$ cat config.mk
export PLATFORM = sky130hd
export DESIGN_NAME = dcu_device_flat
export DESIGN_NICKNAME = d
export VERILOG_FILES = /design/src/common/dcu_pkg.sv /design/src/common/dcu_link_if.sv /design/src/verilog/dcu_device.sv /design/src/flat_wrapper.sv
export SDC_FILE = /design/constraint.sdc
export NUM_CORES = 1
export LEC_CHECK = 0
export BUFFER_PORTS_ARGS = -buffer_cell sky130_fd_sc_hd__buf_4
export CAP_MARGIN = 20
export CORE_MARGIN = 4
export CORE_UTILIZATION = 45
export CTS_BUF_LIST = sky130_fd_sc_hd__clkbuf_4
export DETAILED_ROUTE_END_ITERATION = 8
export HOLD_SLACK_MARGIN = 0.15
export PLACE_DENSITY = 0.74
export SLEW_MARGIN = 20
export SYNTH_ARGS = -nofsm -noshare
export SYNTH_HDL_FRONTEND = slang
export SYNTH_HIERARCHICAL = 1
export SYNTH_SLANG_ARGS = --single-unit
$ cat constraint.sdc
create_clock -name i_clock -period 6 [get_ports i_clock]
set_input_delay 0.6 -clock i_clock [delete_from_list [all_inputs] [get_ports i_clock]]
set_output_delay 0.6 -clock i_clock [all_outputs]
set_load 0.03 [all_outputs]
$ cat src/common/dcu_pkg.sv
package dcu_pkg;
  localparam int unsigned CHAR_W      = 8;
  localparam int unsigned ADDR_W      = 5;
  localparam int unsigned OP_W        = 3;
  localparam int unsigned OP_LSB      = 5;
  localparam int unsigned MAX_DEVICES = 32;
  localparam int unsigned BUF_DEPTH   = 2;

  localparam logic [1:0] CFG_EXT_LOOP = 2'h0;
  localparam logic [1:0] CFG_INT_LOOP = 2'h1;
  localparam logic [1:0] CFG_ALERT    = 2'h2;
  localparam logic [1:0] CFG_DUAL     = 2'h3;
  localparam logic [1:0] CFG_RESET    = CFG_EXT_LOOP;

  localparam logic [CHAR_W-1:0] CH_PREAMBLE = 8'hf0;
  localparam logic [CHAR_W-1:0] CH_STOP     = 8'h0f;

  localparam logic [OP_W-1:0] OP_READ  = 3'h1;
  localparam logic [OP_W-1:0] OP_WRITE = 3'h2;

  typedef enum logic [1:0] {
    FR_IDLE,
    FR_CMD,
    FR_BODY
  } dcu_frame_e;
endpackage

$ cat src/common/dcu_link_if.sv
`timescale 1ns/1ps
interface dcu_link_if;
  import dcu_pkg::*;
  // Lower port, into device (upward traffic)
  logic [CHAR_W-1:0] lo_rx_data;
  logic              lo_rx_valid;
  logic              lo_rx_ready;
  // Lower port, out of device (returning traffic)
  logic [CHAR_W-1:0] lo_tx_data;
  logic              lo_tx_valid;
  logic              lo_tx_ready;
  // Upper port, out of device
  logic [CHAR_W-1:0] up_tx_data;
  logic              up_tx_valid;
  logic              up_tx_ready;
  // Upper port, into device
  logic [CHAR_W-1:0] up_rx_data;
  logic              up_rx_valid;
  logic              up_rx_ready;
  // Differential alert on lower transmit
  logic              alert_p;
  logic              alert_n;

  modport dev (
    input  lo_rx_data, lo_rx_valid, output lo_rx_ready,
    output lo_tx_data, lo_tx_valid, input  lo_tx_ready,
    output up_tx_data, up_tx_valid, input  up_tx_ready,
    input  up_rx_data, up_rx_valid, output up_rx_ready,
    output alert_p, alert_n
  );
  modport far (
    output lo_rx_data, lo_rx_valid, input  lo_rx_ready,
    input  lo_tx_data, lo_tx_valid, output lo_tx_ready,
    input  up_tx_data, up_tx_valid, output up_tx_ready,
    output up_rx_data, up_rx_valid, input  up_rx_ready,
    input  alert_p, alert_n
  );
endinterface

$ cat src/verilog/dcu_device.sv
`timescale 1ns/1ps
module dcu_buf
  import dcu_pkg::*;
#(
  parameter int unsigned WIDTH = CHAR_W,
  parameter int unsigned DEPTH = BUF_DEPTH
) (
  // Clock and reset
  input  wire logic             i_clock,
  input  wire logic             i_reset,
  // Fill side
  input  wire logic [WIDTH-1:0] i_in_data,
  input  wire logic             i_in_valid,
  output logic                  o_in_ready,
  // Drain side
  output logic [WIDTH-1:0]      o_out_data,
  output logic                  o_out_valid,
  input  wire logic             i_out_ready
);
  localparam int unsigned PW = (DEPTH > 1) ? $clog2(DEPTH) : 1;
  localparam int unsigned CW = $clog2(DEPTH + 1);
  localparam logic [PW-1:0] PTR_LAST = PW'(DEPTH - 1);
  localparam logic [CW-1:0] CNT_FULL = CW'(DEPTH);

  // Pointer wrap and full count assume at least two entries
  if (DEPTH < 2 || WIDTH < 1) begin : g_bad_size
    $error("dcu_buf: DEPTH must be at least 2 and WIDTH at least 1");
  end

  logic [WIDTH-1:0] mem_q [DEPTH];
  logic [WIDTH-1:0] mem_d [DEPTH];
  logic [PW-1:0]    wr_q, wr_d, rd_q, rd_d;
  logic [CW-1:0]    cnt_q, cnt_d;
  logic             push, pop;

  assign o_in_ready  = (cnt_q != CNT_FULL);
  assign o_out_valid = (cnt_q != '0);
  assign o_out_data  = mem_q[rd_q];
  assign push        = i_in_valid && o_in_ready;
  assign pop         = o_out_valid && i_out_ready;

  always_comb begin
    mem_d = mem_q;
    wr_d  = wr_q;
    rd_d  = rd_q;
    cnt_d = cnt_q;
    if (push) begin
      mem_d[wr_q] = i_in_data;
      wr_d        = (wr_q == PTR_LAST) ? '0 : wr_q + 1'b1;
    end
    if (pop) begin
      rd_d = (rd_q == PTR_LAST) ? '0 : rd_q + 1'b1;
    end
    if (push && !pop) begin
      cnt_d = cnt_q + 1'b1;
    end else if (pop && !push) begin
      cnt_d = cnt_q - 1'b1;
    end
  end

  always_ff @(posedge i_clock or posedge i_reset) begin
    if (i_reset) begin
      for (int i = 0; i < DEPTH; i++) begin
        mem_q[i] <= '0;
      end
      wr_q  <= '0;
      rd_q  <= '0;
      cnt_q <= '0;
    end else begin
      mem_q <= mem_d;
      wr_q  <= wr_d;
      rd_q  <= rd_d;
      cnt_q <= cnt_d;
    end
  end
endmodule // dcu_buf

module dcu_device
  import dcu_pkg::*;
(
  // Clock and reset
  input  wire logic              i_clock,
  input  wire logic              i_reset,
  // Chain link
  dcu_link_if.dev                link,
  // Configuration
  input  wire logic [1:0]        i_serial_path_config,
  input  wire logic [ADDR_W-1:0] i_device_address,
  // Alert source
  input  wire logic              i_alert,
  // Status
  input  wire logic              i_flag_clear,
  output logic                   o_target_write_reject_flag,
  // Command indications
  output logic                   o_up_cmd_valid,
  output logic                   o_up_cmd_write,
  output logic                   o_down_read_valid
);
  function automatic logic [OP_W-1:0] cmd_op(input logic [CHAR_W-1:0] c);
    return c[OP_LSB +: OP_W];
  endfunction

  function automatic logic cmd_for_me(input logic [CHAR_W-1:0] c,
                                      input logic [ADDR_W-1:0] a);
    return c[ADDR_W-1:0] == a;
  endfunction

  logic lb, alert_mode, dual;
  assign lb         = (i_serial_path_config == CFG_INT_LOOP);
  assign alert_mode = (i_serial_path_config == CFG_ALERT);
  assign dual       = (i_serial_path_config == CFG_DUAL);

  // Upward path
  logic [CHAR_W-1:0] upb_data;
  logic              upb_valid, upb_ready;

  dcu_buf #(.WIDTH(CHAR_W), .DEPTH(BUF_DEPTH)) u_up_buf (
    .i_clock     (i_clock),
    .i_reset     (i_reset),
    .i_in_data   (link.lo_rx_data),
    .i_in_valid  (link.lo_rx_valid),
    .o_in_ready  (link.lo_rx_ready),
    .o_out_data  (upb_data),
    .o_out_valid (upb_valid),
    .i_out_ready (upb_ready)
  );

  assign link.up_tx_data  = upb_data;
  assign link.up_tx_valid = upb_valid && !lb;

  // Downward source: external upper receive or internal loop
  logic [CHAR_W-1:0] src_data;
  logic              src_valid, src_ready;
  logic              dnb_in_ready, dnb_valid;

  assign src_data  = lb ? upb_data : link.up_rx_data;
  assign src_valid = lb ? upb_valid : link.up_rx_valid;
  assign upb_ready = lb ? src_ready : link.up_tx_ready;
  // Alert mode discards returning data instead of stalling the chain
  assign src_ready = alert_mode ? 1'b1 : dnb_in_ready;
  // Loopback drops whatever arrives on the pins, echo included
  assign link.up_rx_ready = lb ? 1'b1 : src_ready;

  dcu_buf #(.WIDTH(CHAR_W), .DEPTH(BUF_DEPTH)) u_dn_buf (
    .i_clock     (i_clock),
    .i_reset     (i_reset),
    .i_in_data   (src_data),
    .i_in_valid  (src_valid && !alert_mode),
    .o_in_ready  (dnb_in_ready),
    .o_out_data  (link.lo_tx_data),
    .o_out_valid (dnb_valid),
    .i_out_ready (link.lo_tx_ready && !alert_mode)
  );

  // Pass-through in every mode but alert
  assign link.lo_tx_valid = dnb_valid && !alert_mode;

  // Alert pair driven from flops
  logic alert_p_q, alert_p_d, alert_n_q, alert_n_d;

  always_comb begin
    alert_p_d = alert_mode && i_alert;
    alert_n_d = alert_mode && !i_alert;
  end

  assign link.alert_p = alert_p_q;
  assign link.alert_n = alert_n_q;

  // Frame trackers: index 0 upward, 1 downward
  logic [1:0]        acc;
  logic [CHAR_W-1:0] chr [2];
  dcu_frame_e        fr_q [2];
  dcu_frame_e        fr_d [2];
  logic [1:0]        at_cmd;

  assign acc[0] = link.lo_rx_valid && link.lo_rx_ready;
  assign acc[1] = src_valid && src_ready && dual;
  assign chr[0] = link.lo_rx_data;
  assign chr[1] = src_data;

  for (genvar p = 0; p < 2; p++) begin : g_frame
    assign at_cmd[p] = acc[p] && (fr_q[p] == FR_CMD);

    always_comb begin
      fr_d[p] = fr_q[p];
      if (acc[p]) begin
        case (fr_q[p])
          FR_IDLE: fr_d[p] = (chr[p] == CH_PREAMBLE) ? FR_CMD : FR_IDLE;
          FR_CMD:  fr_d[p] = FR_BODY;
          FR_BODY: fr_d[p] = (chr[p] == CH_STOP) ? FR_IDLE : FR_BODY;
          default: fr_d[p] = FR_IDLE;
        endcase
      end
    end

    always_ff @(posedge i_clock or posedge i_reset) begin
      if (i_reset) begin
        fr_q[p] <= FR_IDLE;
      end else begin
        fr_q[p] <= fr_d[p];
      end
    end
  end

  // Command indications and sticky flag
  logic up_cmd_q, up_cmd_d, up_wr_q, up_wr_d, dn_rd_q, dn_rd_d;
  logic flag_q, flag_d, flag_set;

  always_comb begin
    up_cmd_d = at_cmd[0] && cmd_for_me(chr[0], i_device_address)
               && (cmd_op(chr[0]) == OP_READ || cmd_op(chr[0]) == OP_WRITE);
    up_wr_d  = at_cmd[0] && cmd_op(chr[0]) == OP_WRITE;
    dn_rd_d  = at_cmd[1] && cmd_op(chr[1]) == OP_READ
               && cmd_for_me(chr[1], i_device_address);
    // Write on the target path is forwarded untouched, only flagged
    flag_set = at_cmd[1] && cmd_op(chr[1]) == OP_WRITE;
    flag_d   = flag_set || (flag_q && !i_flag_clear);
  end

  assign o_up_cmd_valid             = up_cmd_q;
  assign o_up_cmd_write             = up_wr_q;
  assign o_down_read_valid          = dn_rd_q;
  assign o_target_write_reject_flag = flag_q;

  always_ff @(posedge i_clock or posedge i_reset) begin
    if (i_reset) begin
      up_cmd_q  <= 1'b0;
      up_wr_q   <= 1'b0;
      dn_rd_q   <= 1'b0;
      flag_q    <= 1'b0;
      alert_p_q <= 1'b0;
      alert_n_q <= 1'b0;
    end else begin
      up_cmd_q  <= up_cmd_d;
      up_wr_q   <= up_wr_d;
      dn_rd_q   <= dn_rd_d;
      flag_q    <= flag_d;
      alert_p_q <= alert_p_d;
      alert_n_q <= alert_n_d;
    end
  end
endmodule // dcu_device

$ cat src/flat_wrapper.sv
// flat-port wrapper written by rule: the top's interface ports become plain ports
module dcu_device_flat import dcu_pkg::*;
  (i_clock, i_reset, i_serial_path_config, i_device_address, i_alert, i_flag_clear, o_target_write_reject_flag, o_up_cmd_valid, o_up_cmd_write, o_down_read_valid, link_lo_rx_data, link_lo_rx_valid, link_lo_rx_ready, link_lo_tx_data, link_lo_tx_valid, link_lo_tx_ready, link_up_tx_data, link_up_tx_valid, link_up_tx_ready, link_up_rx_data, link_up_rx_valid, link_up_rx_ready, link_alert_p, link_alert_n);
  dcu_link_if link_i ();
  input  wire logic i_clock;
  input  wire logic i_reset;
  input  wire logic [1:0] i_serial_path_config;
  input  wire logic [ADDR_W-1:0] i_device_address;
  input  wire logic i_alert;
  input  wire logic i_flag_clear;
  output logic o_target_write_reject_flag;
  output logic o_up_cmd_valid;
  output logic o_up_cmd_write;
  output logic o_down_read_valid;
  input wire logic [$bits(link_i.lo_rx_data)-1:0] link_lo_rx_data;
  input wire logic [$bits(link_i.lo_rx_valid)-1:0] link_lo_rx_valid;
  output wire logic [$bits(link_i.lo_rx_ready)-1:0] link_lo_rx_ready;
  output wire logic [$bits(link_i.lo_tx_data)-1:0] link_lo_tx_data;
  output wire logic [$bits(link_i.lo_tx_valid)-1:0] link_lo_tx_valid;
  input wire logic [$bits(link_i.lo_tx_ready)-1:0] link_lo_tx_ready;
  output wire logic [$bits(link_i.up_tx_data)-1:0] link_up_tx_data;
  output wire logic [$bits(link_i.up_tx_valid)-1:0] link_up_tx_valid;
  input wire logic [$bits(link_i.up_tx_ready)-1:0] link_up_tx_ready;
  input wire logic [$bits(link_i.up_rx_data)-1:0] link_up_rx_data;
  input wire logic [$bits(link_i.up_rx_valid)-1:0] link_up_rx_valid;
  output wire logic [$bits(link_i.up_rx_ready)-1:0] link_up_rx_ready;
  output wire logic [$bits(link_i.alert_p)-1:0] link_alert_p;
  output wire logic [$bits(link_i.alert_n)-1:0] link_alert_n;
  assign link_i.lo_rx_data = link_lo_rx_data;
  assign link_i.lo_rx_valid = link_lo_rx_valid;
  assign link_lo_rx_ready = link_i.lo_rx_ready;
  assign link_lo_tx_data = link_i.lo_tx_data;
  assign link_lo_tx_valid = link_i.lo_tx_valid;
  assign link_i.lo_tx_ready = link_lo_tx_ready;
  assign link_up_tx_data = link_i.up_tx_data;
  assign link_up_tx_valid = link_i.up_tx_valid;
  assign link_i.up_tx_ready = link_up_tx_ready;
  assign link_i.up_rx_data = link_up_rx_data;
  assign link_i.up_rx_valid = link_up_rx_valid;
  assign link_up_rx_ready = link_i.up_rx_ready;
  assign link_alert_p = link_i.alert_p;
  assign link_alert_n = link_i.alert_n;
  dcu_device u_core (.i_clock(i_clock), .i_reset(i_reset), .link(link_i), .i_serial_path_config(i_serial_path_config), .i_device_address(i_device_address), .i_alert(i_alert), .i_flag_clear(i_flag_clear), .o_target_write_reject_flag(o_target_write_reject_flag), .o_up_cmd_valid(o_up_cmd_valid), .o_up_cmd_write(o_up_cmd_write), .o_down_read_valid(o_down_read_valid));
endmodule
Word-level counts from Yosys, hierarchy flattened
Index checks and enable logic that the tools add are counted.
{"block": "word_totals", "reg_bits": 50, "in_bits": 31, "output_inout_bits": 26}
{"block": "op_classes", "n_addsub": 8, "magnitude_cmp": 6, "n_eq_ne": 19, "n_mux": 31, "bitwise_logic": 4, "reduce_logical": 43}
{"cell": "2-to-1 mux 8 bit", "n": 9}
{"cell": "bitwise mux 16 bit", "n": 2}
{"cell": "logical AND 1 bit", "n": 27}
{"cell": "demux 8 bit (select 1 bit)", "n": 2}
{"cell": "equality test 8 x 4 -> 1 bit (second input constant)", "n": 2}
{"cell": "equality test 8 bit (second input constant)", "n": 2}
{"cell": "2-to-1 mux 2 bit", "n": 6}
{"cell": "one-hot mux 2 bit (3 select lines)", "n": 2}
{"cell": "equality test 5 bit", "n": 2}
{"cell": "2-to-1 mux 1 bit", "n": 10}
{"cell": "equality test 2 bit (second input constant)", "n": 4}
{"cell": ">= comparator 2 bit (second input constant)", "n": 4}
{"cell": "zero test 1 bit", "n": 8}
{"cell": "inverter 1 -> 2 bit", "n": 4}
{"cell": "nonzero test 2 bit", "n": 4}
{"cell": "equality test 2 x 1 -> 1 bit (second input constant)", "n": 3}
{"cell": "equality test 3 x 1 -> 1 bit (second input constant)", "n": 2}
{"cell": "equality test 3 x 2 -> 1 bit (second input constant)", "n": 2}
{"cell": "adder 1 bit (second input constant)", "n": 4}
{"cell": "adder 2 x 1 -> 2 bit (second input constant)", "n": 2}
{"cell": "zero test 2 bit", "n": 2}
{"cell": "less-than comparator 2 x 1 -> 1 bit (second input constant)", "n": 2}
{"cell": "inequality test 2 bit (second input constant)", "n": 2}
{"cell": "subtractor 2 x 1 -> 2 bit (second input constant)", "n": 2}
{"cell": "logical OR 1 bit", "n": 2}

Logic depth before layout (Yosys ltp)
{"block": "logic_depth", "depth_word": 8, "ltp_mapped": 10, "mapped_depth_nobuf": 8}

Hierarchy
Netlist, hierarchy kept.
{"mod": "dcu_buf", "n_inst": 2, "cells_per_inst": 60, "area_per_inst_um2": 934.6, "seq_area_each_um2": 500.5}
{"mod": "dcu_device", "n_inst": 1, "cells_per_inst": 126, "area_per_inst_um2": 959.7, "seq_area_each_um2": 250.2}

Least setup slack after synthesis
OpenSTA, ideal clock, no wires.
{"block": "synth_path", "path_kind": "input to output", "from": "input port i_serial_path_config[0]", "to": "output port link_up_rx_ready", "arrival_ns": 1.577, "path_slack_ns": 3.823, "cell_stages": 4, "path_cell_list": "nor2b_1 > buf_2 > clkbuf_1 > or3_1"}
{"block": "synth_between", "elab_chain_cells": 3, "word_cells_on_any_way": 4}
{"item": "start, declared", "line_no": "flat_wrapper.sv:7", "source": "input wire logic [1:0] i_serial_path_config;"}
{"item": "equality test 2 bit", "line_no": "dcu_device.sv:110", "source": "assign alert_mode = (i_serial_path_config == CFG_ALERT);"}
{"item": "2-to-1 mux 1 bit", "line_no": "dcu_device.sv:140", "source": "assign src_ready = alert_mode ? 1'b1 : dnb_in_ready;"}
{"item": "2-to-1 mux 1 bit (*)", "line_no": "dcu_device.sv:142", "source": "assign link.up_rx_ready = lb ? 1'b1 : src_ready;"}
{"item": "end, declared", "line_no": "flat_wrapper.sv:26", "source": "output wire logic [$bits(link_i.up_rx_ready)-1:0] link_up_rx_ready;"}
Mark *: on every way between the ends. The rest lies on a longest branch, timed or not.

Worst setup path after layout
{"block": "layout_path", "from": "register u_core.u_up_buf.rd_q", "to": "register u_core/fr_q[0] (netlist name)"}
{"block": "layout_between", "elab_chain_cells": 8}
{"item": "start, declared", "line_no": "dcu_device.sv:32", "source": "logic [PW-1:0] wr_q, wr_d, rd_q, rd_d;"}
{"item": "start signal, assigned", "line_no": "dcu_device.sv:72", "source": "rd_q <= rd_d;"}
{"item": "inverter 1 -> 2 bit (implied by the code)", "line_no": "dcu_device.sv:38", "source": "assign o_out_data = mem_q[rd_q];"}
{"item": "2-to-1 mux 8 bit (implied by the code) (3 in series)", "line_no": "dcu_device.sv:38"}
{"item": "2-to-1 mux 8 bit", "line_no": "dcu_device.sv:136", "source": "assign src_data = lb ? upb_data : link.up_rx_data;"}
{"item": "equality test 8 bit", "line_no": "dcu_device.sv:188", "source": "FR_IDLE: fr_d[p] = (chr[p] == CH_PREAMBLE) ? FR_CMD : FR_IDLE;"}
{"item": "2-to-1 mux 1 bit", "line_no": "dcu_device.sv:188"}
{"item": "one-hot mux 2 bit (3 select lines)", "line_no": "dcu_device.sv:187", "source": "case (fr_q[p])"}
{"item": "end signal, assigned by index", "line_no": "dcu_device.sv:200", "source": "fr_q[p] <= fr_d[p];"}
{"item": "end, declared", "line_no": "dcu_device.sv:172", "source": "dcu_frame_e fr_q [2];"}
Every way passes these cells. The select of a mux whose other input is x is not followed.
A chain may end at the register's enable or synchronous reset.

==> metrics <==
status finished clean; # diodes 0; clock skew between 0.01 and 0.015 ns; Site Rows 28; initial DRC count 165; DP Wirelength approximately 4800 um; crit-path cells mux2_2, or4bb_1, nor4b_1, o221ai_1, o21ai_1; Reg-to-Reg Start u_core/u_up_buf/rd_q$_DFFE_PP0P_; post-synth top area share 0.442; clk_lat worst skew approximately 0.37 ns; CP Buf/Inv Count 0; Placed Cells incl. Taps 371; met3 WL 425 um; WL/cell 16.9 um; overall routing resource usage 0.181; #FFs+latches synth 50; Worst-Margin Slew ~0.75 ns; Synthesized Nets 279; Worst-path clk slew 0.15 ns; GRT overflow 0; Clock Path Buffers 2; Critical Path Source Type flip-flop; Synth top cells by count dfrtp_1, mux2_2, nand2_1; max-cap violations 0; slew margin rel. 0.497; post-synth top area cell dfrtp_1; kind of critical path flip-flop to flip-flop; CTS-repair resized insts 0; initial antenna violation count 0; Critical Path AT 2.57 ns; Lkg Pwr 0.00160 uW; Crit path max-delay family simple AND/OR/NAND/NOR gates; final hold violation count 0; area fraction in compound gates after synthesis 0.0464; DRT met1 WL 2930 um; Die Ht 87.3 um; post-layout min period between 2 and 2.5 ns; fin crit share 0.378; fraction of registers with async set/reset 1.00; simple-gate portion of the synthesized area 0.196; top sig layer met4; Remaining DRCs 0; fin area approximately 3400 um2; Non-Filler Instances between 300 and 400; initial cell density of the core 0.469; area grow syn2layout 20.4%; crit path to u_core/fr_q[0]$_DFFE_PP0P_; mux cell area share after synthesis 0.223; Synth Area in Adders 0.00885; Post-synth EDFFs 0; Max stage delay cell, worst path dfrtp_1; Reg2Reg Depth 5; final net count 336; Critical Path RT between 6 and 7 ns; vias in the first global route 2,176; DIE WIDTH 87.3 um; Total Die Area 7620 um2; CP peak stage delay 0.63 ns; final setup vio count 0; first-pass GRT wire length 10,900 um; post-synthesis cell type count 50; placer congestion estimate 0.891; clock root cell clkbuf_4; average vias per placed instance between 5 and 6; hold_buf cts 0; met2 routed WL 2960 um; via count 2,071; count leader, synth dfrtp_1; XOR/XNOR Fraction of Synth Area 0.0557; Worst R2R Setup Slack 3.73 ns; main combinational cell family by area after synthesis multiplexers; CTS sink cnt 50; Area after DPL 3310 um2; Yosys warning total 6; Top Ports 57; sequential-to-total area share from yosys stat 0.442; Post-CTS Setup Bufs 0; top cells by area, synth dfrtp_1, mux2_2, mux2_4, nand2_1, xor2_1; CP Depth 5; crit end category flip-flop; Max Freq 441 MHz; FILL cells ~530; Primary FF master, synth dfrtp_1; Final Core Density 0.565; power per cell area 523 nW/um2; Core Area roughly 6000 um2; DRT Pass-1 Iters 4; crit path from u_core/u_up_buf/rd_q$_DFFE_PP0P_; Max Slew Vio Count 0; Setup TNS 0 ns; Inserted Clock Buffers 5; CTS H-tree depth 2; Synth Cell Area ~2800 um2; CP max FO 9; Syn Inst Count about 250; routed wire length 6410 um; remaining antenna violation count 0; syn_area_per_cell 11.5 um2; FF-to-FF End u_core/fr_q[0]$_DFFE_PP0P_; maximum vdd drop 0.309 mV; HP Class input port to asynchronous set/reset pin; RSZ-0062 raised after global routing false; largest net degree at the start of global routing 21; IO Port Bufs 56; CTS tree yes; layout cells sized above 1 0.418
-- state kept, by name (all words and copies together), names as in the netlist, 2 cells and up --
name / cells
u_core/fr_q: 4
u_core/u_dn_buf/mem_q: 16
u_core/u_dn_buf/cnt_q: 2
u_core/u_up_buf/mem_q: 16
u_core/u_up_buf/cnt_q: 2
-- worst min path at each step --
stage / slack, ns / start / endpoint / cells past startpoint
4_1_cts: 0.24 / i_reset / u_core/link.alert_p$_DFF_PP0_ / 2
3_5_place_dp: 0.47 / u_core/fr_q[0]$_DFFE_PP0P_ / u_core/fr_q[0]$_DFFE_PP0P_ / 1
2_1_floorplan: 0.44 / i_reset / u_core/fr_q[0]$_DFFE_PP0P_ / 1
5_1_grt: 0.25 / i_reset / u_core/link.alert_p$_DFF_PP0_ / 2
3_3_place_gp: 0.47 / u_core/u_up_buf/wr_q$_DFFE_PP0P_ / u_core/u_up_buf/wr_q$_DFFE_PP0P_ / 1
6_report: 0.23 / i_reset / u_core/o_up_cmd_valid$_DFF_PP0_ / 2
-- cell families after synthesis --
kind of cell / after synthesis
simple gates: 91
fa+ha+maj: 2
compound gates: 18
mux: 51
flops: 50
xor+xnor: 18
buf+inv: 16
-- cell type report --
class	count	area, um2	share of cell area
inverters	9	33.8	0.00992
clock inverters	3	63.8	0.0187
flip-flops and latches	50	1250	0.367
multi-input cells	180	1500	0.440
well taps	75	93.8	0.0275
clock buffers	5	37.5	0.0110
repair buffers	57	428	0.126
-- power by group --
group,internal [uW],total (uW),switching [uW]
Combinational,469,962,494
Clock,128,235,107
Sequential,478,583,105
Total,1080,1780,706
-- cells in the final DEF, fill, tap and decap left out, types with 4 or more instances in the layout --
cell type	count
xor2_1	10
mux2_4	16
dfrtp_1	50
nor4b_1	5
inv_1	9
nand2_1	31
clkbuf_4	5
xnor2_1	8
and2_1	4
nor2_1	10
buf_4	57
nor2b_1	4
mux2_2	32
-- worst reg2reg max path: cells and delay by family (launching register included) --
family / cells / cell delay (ns)
flip-flops: 1 / 0.63
AO/OA/AOI/OAI: 2 / 0.32
AND/OR/NAND/NOR: 2 / 0.81
multiplexers: 1 / 0.45
-- through the flow --
| step | hold WS, ns | power, uW | setup slack, ns |
|---|---|---|---|
| global placement | 0.472 | 1540 | 3.76 |
| detailed placement | 0.474 | 1560 | 3.69 |
| global route | 0.253 | 1890 | 3.66 |
| finish | 0.229 | 1780 | 3.73 |
| floorplan | 0.440 | 1280 | 3.82 |
| CTS | 0.238 | 1800 | 3.74 |
-- layer usage --
metal,global-route usage,up-vias
met5,0,-
met4,0.0572,0
met3,0.0360,8
met2,0.281,72
met1,0.255,1015
li1,-,976
No activity file was read; power rests on OpenSTA's default activity.
